### config.mk
export PLATFORM = sky130hd
export DESIGN_NAME = rinse_cal_seq
export DESIGN_NICKNAME = d
export VERILOG_FILES = /design/src/common/rinse_cal_pkg.sv /design/src/rtl/rinse_cal_seq.sv
export SDC_FILE = /design/constraint.sdc
export NUM_CORES = 1
export LEC_CHECK = 0
export BUFFER_PORTS_ARGS = -buffer_cell sky130_fd_sc_hd__buf_2
export CAP_MARGIN = 20
export CELL_PAD_IN_SITES_DETAIL_PLACEMENT = 1
export CELL_PAD_IN_SITES_GLOBAL_PLACEMENT = 1
export CORE_UTILIZATION = 49
export CTS_CLUSTER_SIZE = 40
export DETAILED_ROUTE_END_ITERATION = 8
export PLACE_DENSITY_LB_ADDON = 0.05
export SLEW_MARGIN = 20
export SYNTH_ARGS = -nofsm -noshare
export SYNTH_HDL_FRONTEND = slang
export SYNTH_SLANG_ARGS = --single-unit
### constraint.sdc
create_clock -name aclk -period 8.6 [get_ports aclk]
set_clock_uncertainty 0.1 [all_clocks]
set_input_delay 0 -clock aclk [delete_from_list [all_inputs] [get_ports aclk]]
set_output_delay 0 -clock aclk [all_outputs]
set_load 0.1 [all_outputs]
### src/common/rinse_cal_pkg.sv
`default_nettype none
package rinse_cal_pkg;
  // ==========================================
  // Timing
  // ==========================================
  localparam int CLK_HZ = 50_000_000;
  localparam int SECOND_S = 1;
  localparam int TICK_CYCLES_1S = CLK_HZ * SECOND_S;
  localparam int PAUSE_LIMIT_MIN = 20;
  localparam int PAUSE_LIMIT_S = PAUSE_LIMIT_MIN * 60;
  localparam logic [10:0] DUR_MIN = 11'h001;
  localparam logic [10:0] DUR_MAX = 11'h7CF;
  // ==========================================
  // Register offsets
  // ==========================================
  localparam logic [5:0] OFS_CTRL = 6'h00;
  localparam logic [5:0] OFS_INTERVAL = 6'h04;
  localparam logic [5:0] OFS_RINSE = 6'h08;
  localparam logic [5:0] OFS_SETTLE = 6'h0C;
  localparam logic [5:0] OFS_BUFFER = 6'h10;
  localparam logic [5:0] OFS_SLOPE_EVERY = 6'h14;
  localparam logic [5:0] OFS_THRESHOLD = 6'h18;
  localparam logic [5:0] OFS_STATUS = 6'h1C;
  localparam logic [5:0] OFS_REMAIN = 6'h20;
  localparam logic [5:0] OFS_ZERO = 6'h24;
  localparam logic [5:0] OFS_SLOPE = 6'h28;
  localparam logic [5:0] OFS_CMD = 6'h2C;
  // ==========================================
  // Fields and reset values
  // ==========================================
  localparam int ST_DIAG_BIT = 0;
  localparam int ST_LOW_BIT = 1;
  localparam int CMD_RINSE_BIT = 0;
  localparam int CMD_CAL_BIT = 1;
  localparam logic [6:0] CTRL_RST = 7'h00;
  localparam logic [23:0] INTERVAL_RST = 24'h00_0E10;
  localparam logic [10:0] RINSE_RST = 11'h01E;
  localparam logic [10:0] SETTLE_RST = 11'h01E;
  localparam logic [10:0] BUFFER_RST = 11'h03C;
  localparam logic [7:0] SLOPE_EVERY_RST = 8'h00;
  localparam logic [15:0] THRESHOLD_RST = 16'h0000;
  localparam logic [1:0] RESP_OKAY = 2'h0;
  localparam logic [1:0] RESP_SLVERR = 2'h2;

  typedef struct packed {
    logic diag_alarm_en;
    logic hold_outputs;
    logic divert_en;
    logic low_alarm_en;
    logic low_trig_en;
    logic cal_en;
    logic sched_en;
  } ctrl_s;

  typedef enum {ST_IDLE, ST_RINSE, ST_BUF1, ST_BUF2, ST_SETTLE} seq_state_e;

  // Durations are kept inside 1..1999 seconds
  function automatic logic [10:0] clamp_dur(input logic [10:0] d);
    if (d < DUR_MIN) begin
      return DUR_MIN;
    end else if (d > DUR_MAX) begin
      return DUR_MAX;
    end
    return d;
  endfunction

  function automatic logic [31:0] merge(input logic [31:0] old, input logic [31:0] nw,
                                        input logic [3:0] strb);
    logic [31:0] r;
    r = old;
    for (int i = 0; i < 4; i++) begin
      if (strb[i]) begin
        r[i*8 +: 8] = nw[i*8 +: 8];
      end
    end
    return r;
  endfunction
endpackage
`default_nettype wire

### src/rtl/rinse_cal_seq.sv
`timescale 1ns/1ps
`default_nettype none
// Notes on behaviour
// Start a rinse whenever the programmed interval comes due.
// When enabled, start a rinse when the reading falls below threshold.
// Optional alarm when a low-triggered rinse leaves the reading low.
// During any sequence freeze alarms, show hold and sequence active.
// Config bit freezes analog outputs or not; hold shows either way.
// Keep readable seconds remaining while a sequence runs.
// Drive rinse valve for rinse time, 1 to 1999 seconds.
// Divert valve, if enabled, follows the rinse valve exactly.
// After rinse release valves, wait settle time 1 to 1999 seconds.
// Settle end restores normal operation, clears hold and active.
// Pause key toggles suspension; abandon sequence after 20 minutes paused.
// Calibration always begins with the full rinse phase.
// After rinse drive first buffer valve up to buffer time.
// First buffer ends on stability or timeout, then zero captured.
// Failed diagnostic always flags error; alarm only if configured.
// Out-of-limits result discarded, previous value kept.
// Release all valves before the settle delay.
// Count standardisations; at programmed count add slope step.
// Slope step drives second buffer valve for buffer time.
// Second buffer ends on stability or timeout; slope stored if accepted.
// Ignore triggers while a sequence is running.
module rinse_cal_seq
  import rinse_cal_pkg::*;
#(
  parameter int unsigned TICK_CYCLES = rinse_cal_pkg::TICK_CYCLES_1S
) (
  // Clock and reset
  input wire logic aclk,
  input wire logic aresetn,
  // AXI4-Lite slave
  input wire logic [5:0] s_axi_awaddr,
  input wire logic s_axi_awvalid,
  output logic s_axi_awready,
  input wire logic [31:0] s_axi_wdata,
  input wire logic [3:0] s_axi_wstrb,
  input wire logic s_axi_wvalid,
  output logic s_axi_wready,
  output logic [1:0] s_axi_bresp,
  output logic s_axi_bvalid,
  input wire logic s_axi_bready,
  input wire logic [5:0] s_axi_araddr,
  input wire logic s_axi_arvalid,
  output logic s_axi_arready,
  output logic [31:0] s_axi_rdata,
  output logic [1:0] s_axi_rresp,
  output logic s_axi_rvalid,
  input wire logic s_axi_rready,
  // Measurement side
  input wire logic [15:0] measured_value,
  input wire logic stable_reading,
  input wire logic [15:0] cal_result,
  input wire logic cal_diag_ok,
  // Operator pin
  input wire logic pause_key,
  // Valves and indications
  output logic rinse_valve,
  output logic drain_divert_valve,
  output logic first_buffer_valve,
  output logic second_buffer_valve,
  output logic sequence_active_indication,
  output logic hold_indication,
  output logic freeze_outputs,
  output logic freeze_alarms,
  output logic low_reading_alarm,
  output logic diag_alarm
);
  import rinse_cal_pkg::*;

  // ==========================================
  // Registers
  // ==========================================
  ctrl_s ctrl_reg;
  logic [23:0] interval_reg;
  logic [10:0] rinse_reg, settle_reg, buffer_reg;
  logic [7:0] slope_every_reg;
  logic [15:0] threshold_reg;
  logic [15:0] zero_reg, slope_reg;
  logic diag_err_reg, low_err_reg;
  logic [12:0] remain_reg;
  seq_state_e state_reg;
  logic [10:0] timer_reg;
  logic is_cal_reg, low_seq_reg, paused_reg;
  logic [10:0] pause_cnt_reg;
  logic [7:0] std_cnt_reg;
  logic [23:0] sched_cnt_reg;
  logic [25:0] div_reg;
  logic tick_reg;
  logic pause_s1_reg, pause_s2_reg, pause_s3_reg;
  logic below_prev_reg;
  logic aw_full_reg, w_full_reg;
  logic [5:0] awaddr_reg;
  logic [31:0] wdata_reg;
  logic [3:0] wstrb_reg;

  logic wr_fire, cmd_rinse, cmd_cal, clr_diag, clr_low;
  logic below, start_low, sched_due, start_any, start_cal;
  logic run, phase_done, abandon, slope_due, buf_end, press;
  logic [10:0] rinse_d, settle_d, buffer_d;

  assign rinse_d = clamp_dur(rinse_reg);
  assign settle_d = clamp_dur(settle_reg);
  assign buffer_d = clamp_dur(buffer_reg);

  // ==========================================
  // Seconds tick and pause key
  // ==========================================
  always_ff @(posedge aclk) begin
    if (!aresetn) begin
      div_reg <= '0;
      tick_reg <= 1'b0;
    end else if (div_reg == 26'(TICK_CYCLES - 1)) begin
      div_reg <= '0;
      tick_reg <= 1'b1;
    end else begin
      div_reg <= div_reg + 26'h000_0001;
      tick_reg <= 1'b0;
    end
  end

  always_ff @(posedge aclk) begin
    if (!aresetn) begin
      pause_s1_reg <= 1'b0;
      pause_s2_reg <= 1'b0;
      pause_s3_reg <= 1'b0;
    end else begin
      pause_s1_reg <= pause_key;
      pause_s2_reg <= pause_s1_reg;
      pause_s3_reg <= pause_s2_reg;
    end
  end
  assign press = pause_s2_reg && !pause_s3_reg;

  // ==========================================
  // Triggers
  // ==========================================
  assign below = measured_value < threshold_reg;
  // low crossing
  assign start_low = ctrl_reg.low_trig_en && below && !below_prev_reg;
  // interval due
  assign sched_due = ctrl_reg.sched_en && tick_reg && (sched_cnt_reg + 24'h00_0001 >= interval_reg);
  assign start_cal = cmd_cal || (sched_due && ctrl_reg.cal_en);
  assign start_any = sched_due || start_low || cmd_rinse || cmd_cal;

  always_ff @(posedge aclk) begin
    if (!aresetn) begin
      below_prev_reg <= 1'b0;
      sched_cnt_reg <= '0;
    end else begin
      below_prev_reg <= below;
      if (!ctrl_reg.sched_en || sched_due) begin
        sched_cnt_reg <= '0;
      end else if (tick_reg) begin
        sched_cnt_reg <= sched_cnt_reg + 24'h00_0001;
      end
    end
  end

  // ==========================================
  // Sequencer
  // ==========================================
  assign run = state_reg != ST_IDLE;
  assign phase_done = run && tick_reg && !paused_reg && timer_reg == DUR_MIN;
  assign abandon = paused_reg && tick_reg && pause_cnt_reg == 11'(PAUSE_LIMIT_S - 1);
  assign slope_due = slope_every_reg != '0 && (std_cnt_reg + 8'h01 >= slope_every_reg);
  assign buf_end = (state_reg == ST_BUF1 || state_reg == ST_BUF2)
                   && !paused_reg && (stable_reading || phase_done);

  always_ff @(posedge aclk) begin
    if (!aresetn) begin
      state_reg <= ST_IDLE;
      timer_reg <= '0;
      is_cal_reg <= 1'b0;
      low_seq_reg <= 1'b0;
    end else if (abandon) begin
      // give up after long pause
      state_reg <= ST_IDLE;
      timer_reg <= '0;
    end else begin
      if (run && tick_reg && !paused_reg && timer_reg != '0) begin
        timer_reg <= timer_reg - DUR_MIN;
      end
      case (state_reg)
        ST_IDLE: begin
          // every sequence opens with rinse
          if (start_any) begin
            state_reg <= ST_RINSE;
            timer_reg <= rinse_d;
            is_cal_reg <= start_cal;
            low_seq_reg <= start_low;
          end
        end
        ST_RINSE: begin
          // rinse done, settle or buffer
          if (phase_done && is_cal_reg) begin
            state_reg <= ST_BUF1;
            timer_reg <= buffer_d;
          end else if (phase_done) begin
            state_reg <= ST_SETTLE;
            timer_reg <= settle_d;
          end
        end
        ST_BUF1: begin
          // slope step at programmed count
          if (buf_end && slope_due) begin
            state_reg <= ST_BUF2;
            timer_reg <= buffer_d;
          end else if (buf_end) begin
            state_reg <= ST_SETTLE;
            timer_reg <= settle_d;
          end
        end
        ST_BUF2: begin
          // stability or timeout
          if (buf_end) begin
            state_reg <= ST_SETTLE;
            timer_reg <= settle_d;
          end
        end
        ST_SETTLE: begin
          // back to normal
          if (phase_done) begin
            state_reg <= ST_IDLE;
          end
        end
        default: state_reg <= ST_IDLE;
      endcase
    end
  end

  // pause toggles and is timed
  always_ff @(posedge aclk) begin
    if (!aresetn) begin
      paused_reg <= 1'b0;
      pause_cnt_reg <= '0;
    end else if (!run || abandon) begin
      paused_reg <= 1'b0;
      pause_cnt_reg <= '0;
    end else begin
      if (press) begin
        paused_reg <= !paused_reg;
        pause_cnt_reg <= '0;
      end else if (paused_reg && tick_reg) begin
        pause_cnt_reg <= pause_cnt_reg + 11'h001;
      end
    end
  end

  // capture zero, capture slope, reject bad values
  always_ff @(posedge aclk) begin
    if (!aresetn) begin
      zero_reg <= '0;
      slope_reg <= '0;
      std_cnt_reg <= '0;
    end else if (buf_end) begin
      if (state_reg == ST_BUF1) begin
        std_cnt_reg <= slope_due ? 8'h00 : std_cnt_reg + 8'h01;
        if (cal_diag_ok) begin
          zero_reg <= cal_result;
        end
      end else if (cal_diag_ok) begin
        slope_reg <= cal_result;
      end
    end
  end

  // error flag, set wins over clear
  always_ff @(posedge aclk) begin
    if (!aresetn) begin
      diag_err_reg <= 1'b0;
    end else if (buf_end && !cal_diag_ok) begin
      diag_err_reg <= 1'b1;
    end else if (clr_diag) begin
      diag_err_reg <= 1'b0;
    end
  end

  // low reading remains after its rinse
  always_ff @(posedge aclk) begin
    if (!aresetn) begin
      low_err_reg <= 1'b0;
    end else if (state_reg == ST_SETTLE && phase_done && low_seq_reg
                 && below && ctrl_reg.low_alarm_en) begin
      low_err_reg <= 1'b1;
    end else if (clr_low) begin
      low_err_reg <= 1'b0;
    end
  end

  // ==========================================
  // Valves and indications
  // ==========================================
  always_ff @(posedge aclk) begin
    if (!aresetn) begin
      rinse_valve <= 1'b0;
      drain_divert_valve <= 1'b0;
      first_buffer_valve <= 1'b0;
      second_buffer_valve <= 1'b0;
    end else begin
      // rinse valve, divert tied to it
      rinse_valve <= state_reg == ST_RINSE;
      drain_divert_valve <= state_reg == ST_RINSE && ctrl_reg.divert_en;
      // first buffer, second buffer, none in settle
      first_buffer_valve <= state_reg == ST_BUF1;
      second_buffer_valve <= state_reg == ST_BUF2;
    end
  end

  always_ff @(posedge aclk) begin
    if (!aresetn) begin
      sequence_active_indication <= 1'b0;
      hold_indication <= 1'b0;
      freeze_outputs <= 1'b0;
      freeze_alarms <= 1'b0;
    end else begin
      // hold and active, output freeze per config
      sequence_active_indication <= run;
      hold_indication <= run;
      freeze_alarms <= run;
      freeze_outputs <= run && ctrl_reg.hold_outputs;
    end
  end

  // Alarm pins follow flags only outside a sequence
  always_ff @(posedge aclk) begin
    if (!aresetn) begin
      low_reading_alarm <= 1'b0;
      diag_alarm <= 1'b0;
    end else if (!run) begin
      // alarms frozen while running, alarm only if enabled
      low_reading_alarm <= low_err_reg;
      diag_alarm <= diag_err_reg && ctrl_reg.diag_alarm_en;
    end
  end

  // remaining time of the whole sequence
  always_ff @(posedge aclk) begin
    if (!aresetn) begin
      remain_reg <= '0;
    end else begin
      case (state_reg)
        ST_RINSE: remain_reg <= 13'(timer_reg) + 13'(settle_d)
            + (is_cal_reg ? 13'(buffer_d) + (slope_due ? 13'(buffer_d) : 13'h0000) : 13'h0000);
        ST_BUF1: remain_reg <= 13'(timer_reg) + 13'(settle_d)
            + (slope_due ? 13'(buffer_d) : 13'h0000);
        ST_BUF2: remain_reg <= 13'(timer_reg) + 13'(settle_d);
        ST_SETTLE: remain_reg <= 13'(timer_reg);
        default: remain_reg <= '0;
      endcase
    end
  end

  // ==========================================
  // AXI4-Lite write
  // ==========================================
  assign wr_fire = aw_full_reg && w_full_reg && !s_axi_bvalid;
  // commands only act when idle
  assign cmd_rinse = wr_fire && awaddr_reg == OFS_CMD && wstrb_reg[0]
                     && wdata_reg[CMD_RINSE_BIT] && !run;
  assign cmd_cal = wr_fire && awaddr_reg == OFS_CMD && wstrb_reg[0]
                   && wdata_reg[CMD_CAL_BIT] && !run;
  assign clr_diag = wr_fire && awaddr_reg == OFS_STATUS && wstrb_reg[0]
                    && wdata_reg[ST_DIAG_BIT];
  assign clr_low = wr_fire && awaddr_reg == OFS_STATUS && wstrb_reg[0]
                   && wdata_reg[ST_LOW_BIT];

  always_ff @(posedge aclk) begin
    if (!aresetn) begin
      aw_full_reg <= 1'b0;
      w_full_reg <= 1'b0;
      awaddr_reg <= '0;
      wdata_reg <= '0;
      wstrb_reg <= '0;
      s_axi_awready <= 1'b1;
      s_axi_wready <= 1'b1;
      s_axi_bvalid <= 1'b0;
      s_axi_bresp <= RESP_OKAY;
    end else begin
      if (s_axi_awvalid && s_axi_awready) begin
        aw_full_reg <= 1'b1;
        awaddr_reg <= {s_axi_awaddr[5:2], 2'b00};
        s_axi_awready <= 1'b0;
      end
      if (s_axi_wvalid && s_axi_wready) begin
        w_full_reg <= 1'b1;
        wdata_reg <= s_axi_wdata;
        wstrb_reg <= s_axi_wstrb;
        s_axi_wready <= 1'b0;
      end
      if (wr_fire) begin
        aw_full_reg <= 1'b0;
        w_full_reg <= 1'b0;
        s_axi_bvalid <= 1'b1;
        s_axi_bresp <= awaddr_reg > OFS_CMD ? RESP_SLVERR : RESP_OKAY;
      end
      if (s_axi_bvalid && s_axi_bready) begin
        s_axi_bvalid <= 1'b0;
        s_axi_awready <= 1'b1;
        s_axi_wready <= 1'b1;
      end
    end
  end

  always_ff @(posedge aclk) begin
    if (!aresetn) begin
      ctrl_reg <= CTRL_RST;
      interval_reg <= INTERVAL_RST;
      rinse_reg <= RINSE_RST;
      settle_reg <= SETTLE_RST;
      buffer_reg <= BUFFER_RST;
      slope_every_reg <= SLOPE_EVERY_RST;
      threshold_reg <= THRESHOLD_RST;
    end else if (wr_fire) begin
      if (awaddr_reg == OFS_CTRL) begin
        ctrl_reg <= 7'(merge(32'(ctrl_reg), wdata_reg, wstrb_reg));
      end else if (awaddr_reg == OFS_INTERVAL) begin
        interval_reg <= 24'(merge(32'(interval_reg), wdata_reg, wstrb_reg));
      end else if (awaddr_reg == OFS_RINSE) begin
        rinse_reg <= 11'(merge(32'(rinse_reg), wdata_reg, wstrb_reg));
      end else if (awaddr_reg == OFS_SETTLE) begin
        settle_reg <= 11'(merge(32'(settle_reg), wdata_reg, wstrb_reg));
      end else if (awaddr_reg == OFS_BUFFER) begin
        buffer_reg <= 11'(merge(32'(buffer_reg), wdata_reg, wstrb_reg));
      end else if (awaddr_reg == OFS_SLOPE_EVERY) begin
        slope_every_reg <= 8'(merge(32'(slope_every_reg), wdata_reg, wstrb_reg));
      end else if (awaddr_reg == OFS_THRESHOLD) begin
        threshold_reg <= 16'(merge(32'(threshold_reg), wdata_reg, wstrb_reg));
      end
    end
  end

  // ==========================================
  // AXI4-Lite read
  // ==========================================
  always_ff @(posedge aclk) begin
    if (!aresetn) begin
      s_axi_arready <= 1'b1;
      s_axi_rvalid <= 1'b0;
      s_axi_rdata <= '0;
      s_axi_rresp <= RESP_OKAY;
    end else if (s_axi_arvalid && s_axi_arready) begin
      s_axi_arready <= 1'b0;
      s_axi_rvalid <= 1'b1;
      s_axi_rresp <= RESP_OKAY;
      if (s_axi_araddr[5:2] == OFS_CTRL[5:2]) begin
        s_axi_rdata <= 32'(ctrl_reg);
      end else if (s_axi_araddr[5:2] == OFS_INTERVAL[5:2]) begin
        s_axi_rdata <= 32'(interval_reg);
      end else if (s_axi_araddr[5:2] == OFS_RINSE[5:2]) begin
        s_axi_rdata <= 32'(rinse_reg);
      end else if (s_axi_araddr[5:2] == OFS_SETTLE[5:2]) begin
        s_axi_rdata <= 32'(settle_reg);
      end else if (s_axi_araddr[5:2] == OFS_BUFFER[5:2]) begin
        s_axi_rdata <= 32'(buffer_reg);
      end else if (s_axi_araddr[5:2] == OFS_SLOPE_EVERY[5:2]) begin
        s_axi_rdata <= 32'(slope_every_reg);
      end else if (s_axi_araddr[5:2] == OFS_THRESHOLD[5:2]) begin
        s_axi_rdata <= 32'(threshold_reg);
      end else if (s_axi_araddr[5:2] == OFS_STATUS[5:2]) begin
        s_axi_rdata <= {21'h00_0000, 3'(state_reg), 3'h0, paused_reg, run,
                        run, low_err_reg, diag_err_reg};
      end else if (s_axi_araddr[5:2] == OFS_REMAIN[5:2]) begin
        s_axi_rdata <= 32'(remain_reg);
      end else if (s_axi_araddr[5:2] == OFS_ZERO[5:2]) begin
        s_axi_rdata <= 32'(zero_reg);
      end else if (s_axi_araddr[5:2] == OFS_SLOPE[5:2]) begin
        s_axi_rdata <= 32'(slope_reg);
      end else if (s_axi_araddr[5:2] == OFS_CMD[5:2]) begin
        s_axi_rdata <= '0;
      end else begin
        s_axi_rdata <= '0;
        s_axi_rresp <= RESP_SLVERR;
      end
    end else if (s_axi_rvalid && s_axi_rready) begin
      s_axi_rvalid <= 1'b0;
      s_axi_arready <= 1'b1;
    end
  end

  // ==========================================
  // Checks
  // ==========================================
  a_divert_with_rinse:
    assert property (@(posedge aclk) disable iff (!aresetn)
      drain_divert_valve |-> rinse_valve)
    else $error("divert valve on without rinse valve");
  a_buffer_after_rinse:
    assert property (@(posedge aclk) disable iff (!aresetn)
      $rose(first_buffer_valve) |-> $past(rinse_valve))
    else $error("buffer valve opened without preceding rinse");
  a_alarms_frozen:
    assert property (@(posedge aclk) disable iff (!aresetn)
      sequence_active_indication && $past(sequence_active_indication)
      |-> $stable(low_reading_alarm) && $stable(diag_alarm))
    else $error("alarm output moved during a sequence");
  a_freeze_in_seq:
    assert property (@(posedge aclk) disable iff (!aresetn)
      freeze_outputs |-> hold_indication && sequence_active_indication)
    else $error("outputs frozen outside a sequence");
  a_settle_valves_off:
    assert property (@(posedge aclk) disable iff (!aresetn)
      state_reg == ST_SETTLE |=> !(rinse_valve || first_buffer_valve
      || second_buffer_valve || drain_divert_valve))
    else $error("valve energised during settle");
  a_settle_end_clear:
    assert property (@(posedge aclk) disable iff (!aresetn)
      state_reg == ST_SETTLE && phase_done && !abandon
      |=> state_reg == ST_IDLE ##1 !sequence_active_indication && !hold_indication)
    else $error("hold not cleared after settle");
  a_pause_abandon:
    assert property (@(posedge aclk) disable iff (!aresetn)
      abandon |=> state_reg == ST_IDLE ##1 !sequence_active_indication)
    else $error("long pause did not end the sequence");
  a_reject_bad_cal:
    assert property (@(posedge aclk) disable iff (!aresetn)
      buf_end && !cal_diag_ok |=> $stable(zero_reg) && $stable(slope_reg) && diag_err_reg)
    else $error("rejected calibration changed stored value");
  a_no_retrigger:
    assert property (@(posedge aclk) disable iff (!aresetn)
      state_reg == ST_RINSE && !phase_done && !abandon |=> state_reg == ST_RINSE)
    else $error("rinse phase disturbed by a trigger");
endmodule
`default_nettype wire

* Yosys cells after proc, flatten, opt, wreduce, memory -nomap -nowiden
Index checks and enable logic that the tools add are counted.
** Word-level totals
- Register bits :: 337
- Input bits :: 90
- Logic and storage cells :: 277
** Operators by class
- $add $sub $neg :: 9
- $lt $le $gt $ge :: 10
- Equal/unequal tests :: 33
- Muxes and demuxes :: 66
- Bitwise gates (word level) :: 9
- Reduce and logical (&&, ||, !) cells :: 91
** Operators by type and width (count)
- two-way mux 32 bit :: 6
- two-way mux 11 bit :: 16
- one-hot mux 32 bit (5 select lines) :: 1
- two-way mux 16 bit :: 9
- == test 32 x 2 -> 1 bit, second input constant :: 3
- == test 32 x 3 -> 1 bit, second input constant :: 3
- one-hot mux 13 bit (4 select lines) :: 1
- two-way mux 24 bit :: 2
- one-hot mux 11 bit (4 select lines) :: 1
- logical AND 1 bit :: 42
- > comparator 11 bit, second input constant :: 3
- less-than comparator 11 x 1 -> 1 bit, second input constant :: 3
- == test 32 x 1 -> 1 bit, second input constant :: 1
- == test 32 x 4 -> 1 bit, second input constant :: 1
- == test 4 x 3 -> 1 bit, second input constant :: 8
- zero test 32 bit :: 1
- nonzero test 32 bit :: 1
- adder 26 x 1 -> 26 bit, second input constant :: 1
- == test 26 bit, second input constant :: 1
- two-way mux 2 bit :: 13
- adder 24 x 1 -> 24 bit, second input constant :: 1
- greater-or-equal comparator 24 bit :: 1
- == test 4 bit, second input constant :: 5
- AND reduction 9 bit :: 2
- 36 further kinds :: 92

* Longest topological paths before layout
- Depth in word-level cells :: 13
- Gate-level depth with buffers :: 23
- Gate-level depth less buffers :: 22

* Worst setup path before layout
Ideal clock, no wire load.
- Kind :: register -> register
- Start :: reg std_cnt_reg[0]
- End :: reg remain_reg[10]
- Setup time :: 0.128 ns
- Arrival :: 4.342 ns
- Setup slack :: 4.030 ns
- Stages on the path, launching flop included :: 23
- Buffers on the path :: 1
- Clock period less this slack :: 4.570 ns
- Cell sequence :: dfxtp_1 ha_1 nand3_1 nor2_1 xor2_1 ha_1 o21a_1 o21ai_0 a21oi_1 buf_2 o21ai_1 inv_1 nor2_1 ha_1 fa_1 a21oi_1 o21ai_0 a2111oi_0 or3_1 o21a_1 xnor2_1 a222oi_1 nor2_1
** Between the ends
- Longest elaborated chain between the ends :: 8
- Elaborated cells between the ends (all ways) :: 9
- Those cells by class :: add/sub (4); order compare (1); mux (3); reduce/logical (1)
** Ends and longest elaborated chain
- from (decl) :: line rinse_cal_seq.sv:87 : logic [7:0] std_cnt_reg;
- from (signal assigned) :: line rinse_cal_seq.sv:259 : std_cnt_reg <= slope_due ? 8'h00 : std_cnt_reg + 8'h01;
- adder 8 x 1 -> 8 bit (*) :: line rinse_cal_seq.sv:167 : assign slope_due = slope_every_reg != '0 && (std_cnt_reg + 8'h01 >= slope_every_reg);
- greater-or-equal comparator 8 bit (*) :: line rinse_cal_seq.sv:167
- logical AND 1 bit (*) :: line rinse_cal_seq.sv:167
- two-way mux 11 bit (*) :: line rinse_cal_seq.sv:345, rinse_cal_seq.sv:347
- adder 11 x 13 -> 13 bit :: line rinse_cal_seq.sv:345 : + (is_cal_reg ? 13'(buffer_d) + (slope_due ? 13'(buffer_d) : 13'h0000) : 13'h0000);
- two-way mux 13 bit :: line rinse_cal_seq.sv:345
- adder 13 bit :: line rinse_cal_seq.sv:345
- one-hot mux 13 bit (4 select lines) (*) :: line rinse_cal_seq.sv:343 : case (state_reg)
- to (signal assigned) :: line rinse_cal_seq.sv:344 : ST_RINSE: remain_reg <= 13'(timer_reg) + 13'(settle_d)
- to (signal assigned) :: line rinse_cal_seq.sv:346 : ST_BUF1: remain_reg <= 13'(timer_reg) + 13'(settle_d)
- to (signal assigned) :: line rinse_cal_seq.sv:348 : ST_BUF2: remain_reg <= 13'(timer_reg) + 13'(settle_d);
- to (decl) :: line rinse_cal_seq.sv:82 : logic [12:0] remain_reg;
Mark *: on every way between the ends. The rest lies on a longest branch, timed or not.
A chain may end at the register's enable or synchronous reset.

* Worst setup path in the final report
Same ends and word-level chain as after synthesis.

==> flow_summary.toml <==
[run_status]
status = "completed"

[global_routing]
first_global_vias = 16400
grt_first_pass_wirelength_um = 93600
antenna_found_initial = 3
overflow = 0
grt_use_total_pct = 33.8
grt_max_degree = 69

[clock_network]
hold_buffers = 63
clk_transition_reported_paths_ns = 0.06
cts_tree = "yes"
cts-resized-gates = 0
cts_buffer_depth = 3
cts-root-buf = "clkbuf_16"
clock_sink_count = 327
h-tree-depth = 2
clock_latency_ns = 0.56
postCtsSetupRepairBufs = 0
numCtsBuffers = 37

[floorplanning]
chipHeight_um = 190
core_area_um2 = 34700
placementRows = 68
dieArea_um2 = 36200
io_pins = 141
initial_core_util_pct = 50.1
die_w_um = 190

[drt]
viasPerCell = 5.94
drtIter0Drc = 1117
num_vias = 16100
drc = 0
route.antenna.remaining_nets = 0
first_pass_iters = 5
detail_route.wl_per_cell_um = 22.7
drt_wl_total_um = 61400

[synth]
async_flop_share_pct = 0
synth_commonest_cells = "dfxtp_1 (327), nand2_1 (301), nor2_1 (152)"
yosysTopAreaCellShare_pct = 37.7
yosysSeqAreaShare_pct = 37.7
synth_edf_count = 0
ys_types = 84
synth.most_common_cell = "dfxtp_1"
synth_ff_type = "dfxtp_1"
syn_area_um2 = 17400
yosys_warnings = 0
post_synth.cell_area_avg_um2 = 8.30
synth_area_leader_cell = "dfxtp_1"
syn_inst = 2093
synthTopCellsByArea = "dfxtp_1 (38%), nand2_1 (6.5%), ha_1 (5.5%), mux2i_1 (4.2%), a21boi_0 (3.5%)"
synth-seq-cells = 327

[cells_and_area]
stdcell_count = 2712
fin_nets = 2398
syn_to_final_growth_pct = 15.2
largest_reg_flops = 32
drive_gt1_share_pct = 10.3
final_core_util_pct = 57.7

[pwr]
cellLeakagePower_uw = 0.00808
ir_drop_uv = 170
power_density_nw_per_um2 = 172

[critical_path]
critPathKind = "reg2reg"
crit_fanout = 20
arrival_ns = 5.85
crit_path_start_kind = "flip-flop"
required_ns = 8.91
worst_setup_path_end_kind = "flip-flop"

[timing]
finalSetupTns_ns = 0
slew_violations = 0
max_slew_margin_pct = 23.6
finalCritPeriodShare_pct = 64.4
rsz0062_at_grt = "false"
tightest_slew_ns = 1.14
fmax_mhz = 181
setup_viol = 0
hold_viol_final = 0
period_needed_ns = 5.54

[min_path]
hp-class = "in2reg"

[placed_design]
hpwl_um = 42900
io_buffers = 117
placedCellCount = 2580
gp_congestion = 0.949

[run]
drv_cap = 0
## cells in the final DEF (no fill, tap or decap), types with 55 or more instances in the layout
cell type      Yosys  final
buf_2             12    116
nor2b_1           81     80
a21oi_1          102    101
nor2_1           152    152
inv_1             85     85
xnor2_1           55     55
a21boi_0          82     82
dlygate4sd3_1      0     63
nand2_1          301    301
ha_1              77     77
o21ai_0           76     76
mux2i_1           73     73
xor2_1            57     57
dfxtp_1          327    327
nand3_1          100    100
## final cells by class
type,count,area [um2]
Fill cell,4143,14700
Antenna cell,3,7.51
Clock buffer,47,1020
Multi-Input combinational cell,1585,10100
Clock inverter,17,183
Timing Repair Buffer,193,1320
Sequential cell,327,6550
Inverter,85,319
Tap cell,455,569
## stage by stage
| step | hold WS, ns | worst slack (ns) | total power, uW | instance area [um2] |
|---|---|---|---|---|
| floorplan | 0.000353 | 4.03 | 1770 | 17500 |
| global placement | 0.110 | 3.28 | 1840 | 18200 |
| detailed placement | 0.123 | 3.13 | 1850 | 18200 |
| CTS | 0.0494 | 3.04 | 3460 | 20000 |
| global route | 0.102 | 2.63 | 3540 | 20000 |
| finish | 0.0634 | 3.06 | 3450 | 20000 |
## cells by family (layout without fill, tap and decap cells)
family / count (synthesis) / count (layout) / synth area share [%]
AOI/OAI and AO/OA: 455 / 455 / 17.9
xor gates and xnor gates: 112 / 112 / 5.64
adders and majority gates: 79 / 79 / 5.77
buffers and inverters: 219 / 342 / 5.34
DFF: 327 / 327 / 37.7
muxes: 83 / 83 / 4.92
other: 1 / 42 / 0.0216
and+or+nand+nor: 817 / 817 / 22.7
## worst max-delay path, stage by stage (launching register included)
cell,delay [ns]
dfxtp_1,0.41
ha_1,0.26
nand3_1,0.21
nor2_1,0.20
xor2_1,0.23
ha_1,0.28
o21a_1,0.16
o21ai_0,0.27
a21oi_2,0.05
buf_4,0.24
o21ai_1,0.49
inv_1,0.16
nor2_1,0.21
ha_1,0.23
fa_1,0.23
a21oi_1,0.09
o21ai_0,0.25
a2111oi_0,0.14
or3_1,0.42
o21a_1,0.24
xnor2_1,0.13
a222oi_1,0.31
nor2_1,0.06
## power breakdown
group          internal (uW)  leakage [uW]  switching [uW]  total (uW)
Combinational           81.6       0.00483             191         273
Sequential              1540       0.00266            28.9        1570
Clock                    936      0.000592             669        1600
Total                   2560       0.00808             889        3450
## path summary, 6_finish.rpt
check,startpoint,end,slack (ns),cells past startpoint
setup / recovery,std_cnt_reg[0]$_SDFFE_PN0P_,remain_reg[10]$_SDFF_PN0_,3.06,22
hold / removal,s_axi_arvalid,s_axi_arready$_SDFFE_PN1P_,0.06,4
setup reg to reg,std_cnt_reg[0]$_SDFFE_PN0P_,remain_reg[10]$_SDFF_PN0_,3.06,22
hold reg to reg,pause_s1_reg$_SDFF_PN0_,pause_s2_reg$_SDFF_PN0_,0.36,1
## metal layers
| metal | part of all wire, % | global-route usage [%] | vias up | routed length (um) |
|---|---|---|---|---|
| li1 | - | - | 7513 | - |
| met1 | 45 | 45.7 | 7965 | 27400 |
| met2 | 45 | 53.4 | 521 | 27600 |
| met3 | 7.4 | 6.24 | 108 | 4550 |
| met4 | 3.1 | 12.5 | 2 | 1910 |
| met5 | 0.021 | 0 | - | 13 |
(Power assumes the default switching activity.)
